--- config.mk ---
export PLATFORM = sky130hd
export DESIGN_NAME = sosc_top
export DESIGN_NICKNAME = d
export VERILOG_FILES = /design/src/sosc_pkg.sv /design/src/sosc_top.sv
export SDC_FILE = /design/constraint.sdc
export NUM_CORES = 1
export LEC_CHECK = 0
export ABC_CLOCK_PERIOD_IN_PS = 5300
export BUFFER_PORTS_ARGS = -buffer_cell sky130_fd_sc_hd__buf_2
export CELL_PAD_IN_SITES_DETAIL_PLACEMENT = 1
export CELL_PAD_IN_SITES_GLOBAL_PLACEMENT = 1
export CORE_MARGIN = 8
export CORE_UTILIZATION = 35
export DETAILED_ROUTE_END_ITERATION = 7
export HOLD_SLACK_MARGIN = 0.1
export PLACE_DENSITY = 0.63
export SYNTH_ARGS = -nofsm -noshare
export SYNTH_HDL_FRONTEND = slang
export SYNTH_SLANG_ARGS = --single-unit
--- constraint.sdc ---
create_clock -name SYS_CLK -period 5.3 [get_ports SYS_CLK]
set_input_delay 1.325 -clock SYS_CLK [delete_from_list [all_inputs] [get_ports SYS_CLK]]
set_output_delay 1.325 -clock SYS_CLK [all_outputs]
set_load 0.02 [all_outputs]
--- src/sosc_pkg.sv ---
package sosc_pkg;
  // ==========================================================
  // operating states
  typedef enum logic [2:0] {
    ST_OFF,
    ST_INIT,
    ST_RUN_DEEN,
    ST_RUN_EN,
    ST_ERROR
  } sosc_state_t;

  // ==========================================================
  // timing
  localparam int CLK_HZ          = 10_000_000;
  localparam int PULSE_WIDTH_MS  = 2;
  localparam int PULSE_PERIOD_MS = 500;
  localparam int ECHO_DELAY_MS   = 40;
  localparam int INIT_TIME_US    = 100;
  localparam int PULSE_WIDTH_CYC  = (CLK_HZ / 1000) * PULSE_WIDTH_MS;
  localparam int PULSE_PERIOD_CYC = (CLK_HZ / 1000) * PULSE_PERIOD_MS;
  localparam int ECHO_DELAY_CYC   = (CLK_HZ / 1000) * ECHO_DELAY_MS;
  localparam int INIT_CYC         = (CLK_HZ / 1000000) * INIT_TIME_US;
  localparam int CNT_W            = 24;
  localparam logic [CNT_W-1:0] CNT_ZERO = 24'h000000;
  localparam logic [CNT_W-1:0] CNT_ONE  = 24'h000001;

  // ==========================================================
  // positions of the field inputs in the synchroniser vector
  localparam int PIN_N      = 6;
  localparam int PIN_POWER  = 0;
  localparam int PIN_SUPPLY = 1;
  localparam int PIN_START  = 2;
  localparam int PIN_AUTO   = 3;
  localparam int PIN_DYN    = 4;
  localparam int PIN_STFAIL = 5;
endpackage : sosc_pkg

--- src/sosc_top.sv ---
`timescale 1ns/100ps
module sosc_top #(
  parameter int PULSE_WIDTH_CYC  = sosc_pkg::PULSE_WIDTH_CYC,
  parameter int PULSE_PERIOD_CYC = sosc_pkg::PULSE_PERIOD_CYC,
  parameter int ECHO_DELAY_CYC   = sosc_pkg::ECHO_DELAY_CYC
) (
  // clock and reset (reset stands for device power-up)
  input  wire logic SYS_CLK,
  input  wire logic SRST,
  // device power present
  input  wire logic POWER_GOOD,
  // pins from the field
  input  wire logic SUPPLY_IN,
  input  wire logic START_AUTO_MANUAL_INPUT,
  // configuration: automatic start, both channels wired
  input  wire logic AUTO_START,
  input  wire logic DYN_WIRED,
  // self-test verdict
  input  wire logic SELF_TEST_FAIL,
  // outputs
  output logic      START_CONTROL_OUTPUT,
  output logic      OUTPUTS_ENERGIZED,
  output logic      SAFE_STATE,
  output logic      ERROR_FLAG
);

  // ==========================================================
  // constants at counter width
  localparam int CW = sosc_pkg::CNT_W;
  // pulse low time, counted from the start of each period
  localparam logic [CW-1:0] WIDTH_CNT   = CW'(PULSE_WIDTH_CYC);
  // last count of one pulse period
  localparam logic [CW-1:0] PERIOD_LAST = CW'(PULSE_PERIOD_CYC - 1);
  // last count of the echo window
  localparam logic [CW-1:0] ECHO_LAST   = CW'(ECHO_DELAY_CYC - 1);
  // last count of the self-test phase
  localparam logic [CW-1:0] INIT_LAST   = CW'(sosc_pkg::INIT_CYC - 1);

  // ==========================================================
  // declarations
  // raw field inputs gathered for the synchroniser loop
  logic [sosc_pkg::PIN_N-1:0] pin_raw;
  // first synchroniser stage, read by nothing but the second
  logic [sosc_pkg::PIN_N-1:0] sync1_q;
  // second synchroniser stage, the only one logic may read
  logic [sosc_pkg::PIN_N-1:0] sync2_q;
  // synchronised views of the inputs
  logic                       pg_s;
  logic                       supply_s;
  logic                       in_s;
  logic                       auto_s;
  logic                       dyn_s;
  logic                       stfail_s;
  // operating state
  sosc_pkg::sosc_state_t      state_q;
  sosc_pkg::sosc_state_t      state_d;
  // self-test duration counter
  logic [CW-1:0]              init_cnt_q;
  // test pulse period counter
  logic [CW-1:0]              per_cnt_q;
  // test pulsing allowed in this cycle
  logic                       pulse_en;
  // first cycle of a test pulse period
  logic                       pulse_start;
  // control output register
  logic                       ctl_q;
  // echo window open, its counter and the echo seen flag
  logic                       win_act_q;
  logic [CW-1:0]              win_cnt_q;
  logic                       seen_q;
  // window closed without an echo
  logic                       echo_miss;
  // manual start armed by a released button
  logic                       armed_q;
  // start/restart condition fulfilled
  logic                       start_ok;
  // registered outputs
  logic                       en_q;
  logic                       safe_q;
  logic                       err_q;

  // ==========================================================
  // input synchronisers
  assign pin_raw[sosc_pkg::PIN_POWER]  = POWER_GOOD;
  assign pin_raw[sosc_pkg::PIN_SUPPLY] = SUPPLY_IN;
  assign pin_raw[sosc_pkg::PIN_START]  = START_AUTO_MANUAL_INPUT;
  assign pin_raw[sosc_pkg::PIN_AUTO]   = AUTO_START;
  assign pin_raw[sosc_pkg::PIN_DYN]    = DYN_WIRED;
  assign pin_raw[sosc_pkg::PIN_STFAIL] = SELF_TEST_FAIL;

  // two flops per pin; field wiring is not on our clock
  genvar gi;
  generate
    for (gi = 0; gi < sosc_pkg::PIN_N; gi++) begin : g_sync
      always_ff @(posedge SYS_CLK) begin
        if (SRST) begin
          sync1_q[gi] <= 1'b0;
          sync2_q[gi] <= 1'b0;
        end else begin
          sync1_q[gi] <= pin_raw[gi];
          sync2_q[gi] <= sync1_q[gi];
        end
      end
    end
  endgenerate

  // synchronised names used by the rest of the block
  assign pg_s     = sync2_q[sosc_pkg::PIN_POWER];
  assign supply_s = sync2_q[sosc_pkg::PIN_SUPPLY];
  assign in_s     = sync2_q[sosc_pkg::PIN_START];
  assign auto_s   = sync2_q[sosc_pkg::PIN_AUTO];
  assign dyn_s    = sync2_q[sosc_pkg::PIN_DYN];
  assign stfail_s = sync2_q[sosc_pkg::PIN_STFAIL];

  // ==========================================================
  // self-test phase
  // self-test time count
  always_ff @(posedge SYS_CLK) begin
    if (SRST) begin
      init_cnt_q <= sosc_pkg::CNT_ZERO;
    end else if (state_q == sosc_pkg::ST_INIT) begin
      init_cnt_q <= init_cnt_q + sosc_pkg::CNT_ONE;
    end else begin
      init_cnt_q <= sosc_pkg::CNT_ZERO;
    end
  end

  // ==========================================================
  // test pulse generation
  // pulse only when both wired
  assign pulse_en = dyn_s && ((state_q == sosc_pkg::ST_RUN_DEEN) ||
                              (state_q == sosc_pkg::ST_RUN_EN));
  assign pulse_start = pulse_en && (per_cnt_q == sosc_pkg::CNT_ZERO);

  always_ff @(posedge SYS_CLK) begin
    if (SRST) begin
      per_cnt_q <= sosc_pkg::CNT_ZERO;
    end else if (!pulse_en) begin
      // restart at zero so a new run begins with a pulse
      per_cnt_q <= sosc_pkg::CNT_ZERO;
    end else if (per_cnt_q == PERIOD_LAST) begin
      per_cnt_q <= sosc_pkg::CNT_ZERO;
    end else begin
      per_cnt_q <= per_cnt_q + sosc_pkg::CNT_ONE;
    end
  end

  // drive test pulses on control output
  always_ff @(posedge SYS_CLK) begin
    if (SRST) begin
      ctl_q <= 1'b1;
    end else begin
      // high feeds the button; a pulse pulls it low
      ctl_q <= !(pulse_en && (per_cnt_q < WIDTH_CNT));
    end
  end

  // ==========================================================
  // echo window
  // accept echo inside window
  always_ff @(posedge SYS_CLK) begin
    if (SRST) begin
      win_act_q <= 1'b0;
      win_cnt_q <= sosc_pkg::CNT_ZERO;
      seen_q    <= 1'b0;
    end else if (!pulse_en) begin
      // pulsing stopped: no echo is owed
      win_act_q <= 1'b0;
      win_cnt_q <= sosc_pkg::CNT_ZERO;
      seen_q    <= 1'b0;
    end else if (pulse_start) begin
      win_act_q <= 1'b1;
      win_cnt_q <= sosc_pkg::CNT_ZERO;
      seen_q    <= 1'b0;
    end else if (win_act_q) begin
      // a low on the input channel is the echo
      if (!in_s) begin
        seen_q <= 1'b1;
      end
      if (win_cnt_q == ECHO_LAST) begin
        win_act_q <= 1'b0;
      end else begin
        win_cnt_q <= win_cnt_q + sosc_pkg::CNT_ONE;
      end
    end
  end

  assign echo_miss = win_act_q && (win_cnt_q == ECHO_LAST) &&
                     !seen_q && in_s;

  // ==========================================================
  // manual start arming
  // new press needed after supply return
  // limitation: a pulse cut short by a wiring change may arm once
  always_ff @(posedge SYS_CLK) begin
    if (SRST) begin
      armed_q <= 1'b0;
    end else if ((state_q != sosc_pkg::ST_RUN_DEEN) || !supply_s) begin
      armed_q <= 1'b0;
    end else if (!in_s && !win_act_q) begin
      // a release outside the window is a real release
      armed_q <= 1'b1;
    end
  end

  // no start without condition
  // the window masks the echo so it is not taken for a press
  assign start_ok = auto_s || (armed_q && in_s && !win_act_q);

  // ==========================================================
  // operating state machine
  // five operating states
  always_comb begin
    state_d = state_q;
    unique case (state_q)
      sosc_pkg::ST_OFF: begin
        if (pg_s) begin
          state_d = sosc_pkg::ST_INIT;
        end
      end
      sosc_pkg::ST_INIT: begin
        if (stfail_s) begin
          state_d = sosc_pkg::ST_ERROR;
        end else if (init_cnt_q == INIT_LAST) begin
          state_d = sosc_pkg::ST_RUN_DEEN;
        end
      end
      sosc_pkg::ST_RUN_DEEN: begin
        if (echo_miss) begin
          state_d = sosc_pkg::ST_ERROR;
        end else if (supply_s && start_ok) begin
          state_d = sosc_pkg::ST_RUN_EN;
        end
      end
      sosc_pkg::ST_RUN_EN: begin
        if (echo_miss) begin
          state_d = sosc_pkg::ST_ERROR;
        end else if (!supply_s) begin
          state_d = sosc_pkg::ST_RUN_DEEN;
        end
      end
      sosc_pkg::ST_ERROR: begin
        // only a power cycle leaves error
        state_d = sosc_pkg::ST_ERROR;
      end
      default: begin
        // an illegal code is treated as a detected error
        state_d = sosc_pkg::ST_ERROR;
      end
    endcase
    if (!pg_s) begin
      state_d = sosc_pkg::ST_OFF;
    end
  end

  // state register
  always_ff @(posedge SYS_CLK) begin
    if (SRST) begin
      state_q <= sosc_pkg::ST_OFF;
    end else begin
      state_q <= state_d;
    end
  end

  // ==========================================================
  // energized, safe and error outputs, registered from the next state to stay in step
  // only run-energized leaves safe state
  always_ff @(posedge SYS_CLK) begin
    if (SRST) begin
      en_q   <= 1'b0;
      safe_q <= 1'b1;
      err_q  <= 1'b0;
    end else begin
      en_q   <= (state_d == sosc_pkg::ST_RUN_EN);
      safe_q <= (state_d != sosc_pkg::ST_RUN_EN);
      err_q  <= (state_d == sosc_pkg::ST_ERROR);
    end
  end

  assign START_CONTROL_OUTPUT = ctl_q;
  assign OUTPUTS_ENERGIZED    = en_q;
  assign SAFE_STATE           = safe_q;
  assign ERROR_FLAG           = err_q;
endmodule : sosc_top

==> summary by stage, run 1 <==
Timing
Setup violations remaining at the end of the flow were counted as 0. The worst path in the final design needs a cycle of approximately 2600 ps, including I/O delays and setup. The final count of hold timing violations is 0. Derived from the worst setup path, the maximum achievable clock frequency is approximately 400 MHz. Dividing the final minimum period by the clock period gives about 48%. The smallest setup slack after layout is between 2000 and 3000 ps. The final total negative setup slack is 0 ps. Hold timing on the final database bottoms out at a slack of roughly 440 ps.

Setup repair after global routing left no endpoint under its margin. The slew at the pin closest to its max-slew limit is a little under 1000 ps. The number of max-slew violations in the final report came to 0. The clock tree skew after final layout is roughly 9.2 ps. The worst pin sits at a relative slew slack of about a third.

Clock tree
The number of gates resized after CTS was 0. Clock latency on the worst-skew pair, taken at its later pin, is between 300 and 400 ps. TritonCTS built the clock tree. The tree is rooted in a clkbuf_16. The number of setup buffers added after CTS is 0. The total number of clock tree sinks is 94. The clock passes through at most 2 buffers.

Clock-pin slew was measured on the worst setup and hold paths at about 70 ps. The number of CTS-inserted buffers is 9. After clock tree synthesis, the flow added hold-fix buffers numbering 0.

The CTS H-tree depth is 3.

Floorplan
The die is ~120 um tall. The area of the die is 15400 um2. The floorplan has 39 rows.

The x dimension of the die is roughly 120 um. In this run the count of I/O pins placed on the die edge is 12. After floorplanning, the core was sized to cover approximately 11000 um2. The starting density of the core is 35.9%.

Synth
The top cell type by area accounts for between 40% and 50% of the synthesized area. The portion of netlist area occupied by mux cells is less than 1%. The area of the mapped netlist is between 4000 and 5000 um2.

By area the synthesized netlist is led by dfxtp_1 46%, nor2_1 8.3%, xor2_1 7.9%. Counting flops with an async set or reset pin after synthesis yields a share of 0%. The fraction of the mapped netlist area in compound gates is under 10%. Of the total synthesized cell area, the portion taken by AND, OR, NAND and NOR gates is approximately a third. During synthesis, Yosys emitted a total of 0 warnings.

Counting distinct cell types in the post-synthesis netlist gives 47. By count the netlist is led by 94 x dfxtp_1, 91 x nor2_1, 37 x xor2_1. A synthesized cell averages roughly 9 um2. Synthesis produced a netlist with a net count of 476.

Synthesis produced a netlist whose cell count is about 460. In this run, synthesis produced a sequential element count of 94. The synthesized netlist devotes between 10% and 20% of its cell area to XOR and XNOR gates. The commonest register cell after synthesis is dfxtp_1. The adder and majority cell fraction of the synthesized area is under 10%.

The most used standard cell by instance count after synthesis is dfxtp_1. The register area share after synthesis is a little under half. The library cell with the largest summed area after synthesis is dfxtp_1. The number of enable flip-flop cells after synthesis is 0. The largest family of logic cells by synthesized area is simple AND/OR/NAND/NOR gates.

Pwr
The worst ir drop on vdd is around 250 uV. The power density relative to cell area is a little over 300 nW/um2. Of the total power, combinational logic draws less than 1%.

The switching fraction of total power is 20.7%. In this run the power spent charging and discharging nets is roughly 0.3 mW. The internal power is ~1.1 mW. Sequential cells burn around 50% of the power.

Per report_power, the clock group accounts for between 40% and 50% of the total. The analysis attributes to cell leakage a power of ~1.5 nW.

Run status
The flow ran to the end, and the final reports show no timing, DRC or antenna violations.

Global route
The largest net degree at the start of global routing is 26. Global routing used 18.8% of the available met2 tracks. The met3 capacity usage during global routing is between 4 and 5%. The via count of the first global-routing pass was between 3000 and 4000. For this run, the total global-route usage over all layers was measured as 11.9%.

The first global-routing pass estimated approximately 15000 um of wire. For this run, global-route usage on met1 was measured as between 10% and 20%. The peak-usage layer in the global routing report is met2. The initial antenna violation count was 0.

Global routing finished with a remaining overflow of 0.

Detailed routing
The number of DRC violations after detailed-routing iteration 0 is about 140. The average wire length per cell after detail routing is between 10 and 15 um. The final layout contains routed wiring with a total length of 8900 um.

After detailed routing, the number of vias per cell comes to ~5.2. For this run, design rule violations remaining after detail routing come to 0. The detailed-router iteration count before antenna repair is 4. The detail route stage leaves a number of antenna-violating nets equal to 0. The vias after detailed routing is approximately 3200.

Placement
The worst setup slack after placement is 2340 ps. The placement-stage cell area is 4260 um2. The number of buffers added on ports is 11. Detailed placement ended at an HPWL of roughly 6300 um. Routability-driven placement finished with a final weighted congestion of ~0.74.

Critical path
STA classifies the critical path startpoint as an input pin. The critical path's slowest cell is nor3_1. The count of cells along the worst register-to-register path is 5. The critical path is of the in -> reg type. The largest single stage delay on the critical path is ~560 ps.

The kind of end point of the critical path is a flop. The reg-to-reg startpoint is win_cnt_q[2]$_SDFFE_PP0P_. The data arrival time of the critical path is about 2800 ps. The worst register-to-register path ends at win_cnt_q[19]$_SDFFE_PP0P_. In this run the worst path has a maximum fanout of 25. The kind of cell with the highest combined delay along the critical path is simple AND/OR/NAND/NOR gates.

The reg2reg setup slack is about 3100 ps. Traced cell by cell, the critical path runs through buf_2 > nor3_1 > nand2_2 > a21oi_1. STA puts the critical path data required time at 5570 ps. Counting both buffers and inverters, the worst setup path holds a total of 1.

Flow run
The max capacitance violation total is 0.

Final layout
The number of nets in the finished design is ~490. Once layout is done, the placed cells without fillers occupy about 4600 um2. Of the cells placed in the final design, the portion with a size suffix greater than 1 is ~8.1%. From synthesis to final layout, the design area changed by 12.0%.

The diode insertion count for antenna repair is 0.

Min path
The path with the worst hold slack has its endpoint at in_s$_SDFF_PP0_. Counting instances, the worst hold path has a depth of 1. The source of the worst hold timing path is sync1_q[2]$_SDFF_PP0_.

The min-delay analysis places its worst path in the category reg -> reg.
## state kept, by name, indices dropped and copies added (netlist names), 3 cells and up
name / count
init_cnt_q: 24
win_cnt_q: 24
state_q: 3
per_cnt_q: 24
sync1_q: 6
## per-layer routing
layer  part of all wire (%)  vias to the layer above
li1                       -                     1613
met1                     49                     1558
met2                     46                       25
met3                    3.1                       10
met4                    1.9                        0
met5                      0                        -
## through the flow
| stage | std cells | power [mW] | util [%] |
|---|---|---|---|
| floorplan | 464 | 0.735 | - |
| global placement | 606 | 0.739 | 37.3 |
| detailed placement | 606 | 0.740 | 37.3 |
| CTS | 622 | 1.46 | 40.2 |
| global route | 622 | 1.49 | 40.2 |
| finish | 622 | 1.43 | 40.2 |
## worst max-delay path by stage
| stage | start | endpoint | slack, ps | depth (start not counted) |
|---|---|---|---|---|
| after floorplan | SRST | win_cnt_q[4]$_SDFFE_PP0P_ | 3020 | 4 |
| after global placement | SRST | win_cnt_q[13]$_SDFFE_PP0P_ | 2440 | 4 |
| after detailed placement | SRST | win_cnt_q[6]$_SDFFE_PP0P_ | 2340 | 4 |
| after CTS | SRST | win_cnt_q[6]$_SDFFE_PP0P_ | 2720 | 4 |
| after global routing | SRST | win_cnt_q[6]$_SDFFE_PP0P_ | 2570 | 4 |
| final | SRST | win_cnt_q[6]$_SDFFE_PP0P_ | 2740 | 4 |
## placed cells by master (no fill, tap or decap), types with 14 or more instances in the layout
| cell | n |
|---|---|
| nor2b_1 | 14 |
| nand3_1 | 25 |
| nand4_1 | 24 |
| xnor2_1 | 25 |
| xor2_1 | 37 |
| nand2_1 | 32 |
| dfxtp_1 | 94 |
| nor2_1 | 91 |
## layout make-up
type                            count  area [um2]
Tap cell                          143         179
Clock buffer                        9         225
Timing Repair Buffer               11        55.1
Fill cell                        1339        6830
Sequential cell                    94        1880
Clock inverter                      7         103
Multi-Input combinational cell    346        2100
Inverter                           12        45.0
## logic make-up after synthesis
group	after synthesis
AND/OR/NAND/NOR	253
AO/OA/AOI/OAI	26
XOR/XNOR	62
flip-flops	94
multiplexers	1
buffers and inverters	24
adder cells (fa/ha/maj)	4
## power groups by stage
stage                     clock [mW]  combinational, mW  sequential [mW]
after floorplan                    0            0.00693            0.728
after global placement             0             0.0107            0.729
after detailed placement           0             0.0111            0.729
after CTS                      0.735             0.0111            0.712
after global routing           0.763             0.0125            0.713
final                          0.708             0.0108            0.712
No activity file was read; power rests on OpenSTA's default activity.
==> inputs of run 2 (changes only) <==
ABC_AREA = 1   (was unset)
ABC_CLOCK_PERIOD_IN_PS = 2500   (was 5300)
PLACE_DENSITY = 0.67   (was 0.63)
clock period = 2.5 ns   (was 5.3 ns; I/O delays follow)
==> run 2 against run 1 <==
Effect of this change: area after synthesis is 21% higher; total power is 120% higher; non-clock buffer count is 3 higher; first-iteration DRC count is 45% higher; routed wire length is 48% higher; synthesized cell count is 64% higher; clock power is 130% higher; via count is 45% higher; core utilization is 0.40 points lower; clock skew is 1.7 ps higher; setup slack worse by 2300 ps; largest cell class unchanged.
==> summary by stage, run 2 <==
Final layout
In the layout the commonest cells are 205 x nand2_1, 155 x nor2_1, 94 x dfxtp_1. The post-route netlist has around 7% of its cells at a drive strength greater than 1. The synthesis-to-finish area growth is 11.4%. In the final layout, the registers with the most flip-flops are init_cnt_q x24, per_cnt_q x24, win_cnt_q x24. The number of nets in the finished design is around 790.

The repair_antennas step left the layout with diodes totalling 0. The non-filler instance count after layout is roughly 960. Leaving out fill and tap cells, the most frequent cell in the layout is nand2_1.

Critical path
STA classifies the critical path endpoint as a flop. The data arrival time of the critical path is ~2300 ps. The signal on the critical path passes through ha_1 > nand3_2 > nor2_2 > nand3_2 > nand2_4 > inv_2 > nand2_1 > nand2_1 > nor2_1.

The reg2reg setup slack is ~450 ps. The count of cells along the worst register-to-register path is 9. The kind of start point of the critical path is a flop. The critical-path maximum fanout is 25. The worst setup path is of the reg -> reg kind. The capture point of the critical path is win_cnt_q[0]$_SDFFE_PP0P_. The origin of the worst setup path is win_cnt_q[0]$_SDFFE_PP0P_. The family with the most delay on the worst path is simple AND/OR/NAND/NOR gates. The critical path crosses 9 cells after its start point. The slowest stage of the critical path belongs to the cell dfxtp_1. The data required time at the worst endpoint is ~2800 ps. The worst register-to-register path begins at win_cnt_q[0]$_SDFFE_PP0P_. In this run the critical register-to-register path is captured at win_cnt_q[0]$_SDFFE_PP0P_.

The delay of the slowest critical-path stage is ~420 ps. Counting both buffers and inverters, the worst setup path holds a total of 1.

Clock tree
For this design, the CTS-stage hold fixing added 0 buffers. The later pin in the worst-skew pair is clocked with a latency of about 350 ps. Post-CTS timing repair inserted 0 buffers for setup.

The cell sitting at the root of the clock tree is a clkbuf_16. Clock-pin slew was measured on the worst setup and hold paths at ~70 ps. The CTS H-tree depth is 3. The number of gates resized after CTS was 0. Counting along the longest clock path gives a buffer depth of 2. TritonCTS created 9 clock buffers. The clock tree from TritonCTS is built. Clock tree synthesis found a total of between 90 and 100 sinks.

Detailed routing
The routed via count divided by cell count is about 4.8. After detailed routing, the number of remaining DRC violations is 0. The detailed router finished its first iteration with about 200 violations. In the final routed layout, each cell accounts on average for roughly 14 um. The vias after detailed routing is 4640. The aggregate routed wire length is 13200 um. For this run, the detailed router's first-pass iteration total came to 4. The residual antenna-violating net count after detailed routing is 0.

Global route
The initial antenna violation count is 0. The largest net degree at the start of global routing is 26. The via count of the first global-routing pass is ~4800. Global routing used approximately 15% of the available tracks. The first global-routing pass estimated around 23000 um of wire.

Global routing finished with a remaining overflow of 0.

Floorplan
From bottom edge to top edge, the die measures roughly 130 um. The starting density of the core is a little over a third. For this design the top-level I/O count stands at 12. The placeable core region is 13800 um2. The area of the die is approximately 18000 um2. Measured along the x axis, the die boundary spans between 100 and 150 um. Row generation in the floorplan step produced 43 rows.

Synth
Yosys mapped the design onto 31 distinct sky130hd cell types. The top cell type by area accounts for a little under two fifths of the synthesized area. Counting flops and latches in the post-synthesis netlist gives 94.

The share of flip-flops with an asynchronous set or reset is 0%. In this run the mean area of a mapped cell was between 6 and 7 um2. The number of enable flip-flop cells after synthesis is 0. The cell count after synthesis came out at 759. During synthesis, Yosys emitted a total of 0 warnings.

The number of nets in the synthesized netlist is ~770. The most used standard cell by instance count after synthesis is nand2_1. The commonest register cell after synthesis is dfxtp_1.

By area the synthesized netlist is led by dfxtp_1 38%, nand2_1 16%, nor2_1 12%. The area of the mapped netlist is between 4000 and 5000 um2. Sorting the synthesized cells by how often they occur yields 205 x nand2_1, 155 x nor2_1, 94 x dfxtp_1. The register area share after synthesis is approximately two fifths. Of all cell types, the one taking the most synthesized area is dfxtp_1.

Pwr
The power density relative to cell area is ~570 nW/um2. The worst ir drop on vdd is around 290 uV. The static leakage is about 2 nW.

Timing
Setup repair after global routing left no endpoint under its margin. The smallest clock period supported by the final layout is computed as about 2000 ps. Dividing the final minimum period by the clock period gives approximately 80%. The smallest setup slack after layout is 452 ps.

Summed over all failing endpoints, the final setup total negative slack is 0 ps. The final count of hold timing violations is 0. Static timing analysis puts the maximum clock frequency at around 500 MHz.

The slew at the pin closest to its max-slew limit is 440 ps. Measured against its own limit, the worst slew margin works out to a little over two thirds. The clock tree skew after final layout is ~11 ps.

The number of max-slew violations in the final report is 0. Setup violations remaining at the end of the flow were counted as 0.

Placement
The worst setup slack after placement is roughly 450 ps. During placement, the flow inserted port buffers numbering 11. Routability-driven placement finished with a final weighted congestion of 0.808.

The detailed placer's ending HPWL is about 9900 um. The number of placed cells counting well taps is approximately 940.

Min path
The path class of the tightest hold or removal check is reg -> reg.

Flow run
The max capacitance violation total is 0.

Run status
The flow ran to the end, and the final reports show no timing, DRC or antenna violations.
## run 2: logic make-up after synthesis
family	Yosys count	share of synthesized area, %
simple gates	474	41.2
flops	94	38.1
xor+xnor	29	5.14
fa+ha+maj	4	1.01
buf+inv	98	8.28
compound gates	60	6.26
## run 2: how the worst min path moves through the flow
| stage | endpoint | start | depth (start not counted) |
|---|---|---|---|
| after floorplan | auto_s$_SDFF_PP0_ | sync1_q[3]$_SDFF_PP0_ | 2 |
| after global placement | supply_s$_SDFF_PP0_ | sync1_q[1]$_SDFF_PP0_ | 2 |
| after detailed placement | supply_s$_SDFF_PP0_ | sync1_q[1]$_SDFF_PP0_ | 2 |
| after CTS | auto_s$_SDFF_PP0_ | sync1_q[3]$_SDFF_PP0_ | 2 |
| after global routing | pg_s$_SDFF_PP0_ | sync1_q[0]$_SDFF_PP0_ | 2 |
| final | pg_s$_SDFF_PP0_ | sync1_q[0]$_SDFF_PP0_ | 2 |
## run 2: area by class of cell
| cell class | instances | area [um2] |
|---|---|---|
| clock buffer | 9 | 225 |
| clock inverter | 6 | 116 |
| fill | 1800 | 8330 |
| inverter | 87 | 327 |
| multi-input combinational | 567 | 2650 |
| sequential | 94 | 1880 |
| tap | 180 | 225 |
| timing repair buffer | 14 | 77.6 |
## run 2: per-layer routing
layer | track usage [%] | share of wire, % | up-vias
li1 | - | - | 2418
met1 | 18.7 | 49 | 2188
met2 | 26.3 | 48 | 25
met3 | 2.38 | 1.5 | 9
met4 | 5.43 | 1.3 | 0
met5 | 0 | 0 | -
## run 2: worst min-delay path, delay by kind of cell (launching register included)
kind | cells | cell delay (ps)
flip-flops | 1 | 300
buffers and inverters | 1 | 40
AND/OR/NAND/NOR | 1 | 30
## run 2: report_power, final
part,leakage (nW),internal [mW],switching [mW]
logic,1.02,0.0101,0.0169
registers,0.760,1.51,0.00405
clock network,0.166,0.981,0.622
total,1.95,2.50,0.642
## run 2: metrics by stage
step | hold WS, ps | utilization [%] | power, mW | cell area [um2]
2_1_floorplan | 388 | - | 1.56 | 4940
3_3_place_gp | 392 | 37.3 | 1.57 | 5160
3_5_place_dp | 398 | 37.3 | 1.57 | 5160
4_1_cts | 412 | 39.8 | 3.19 | 5500
5_1_grt | 430 | 39.8 | 3.24 | 5500
6_report | 406 | 39.8 | 3.14 | 5500
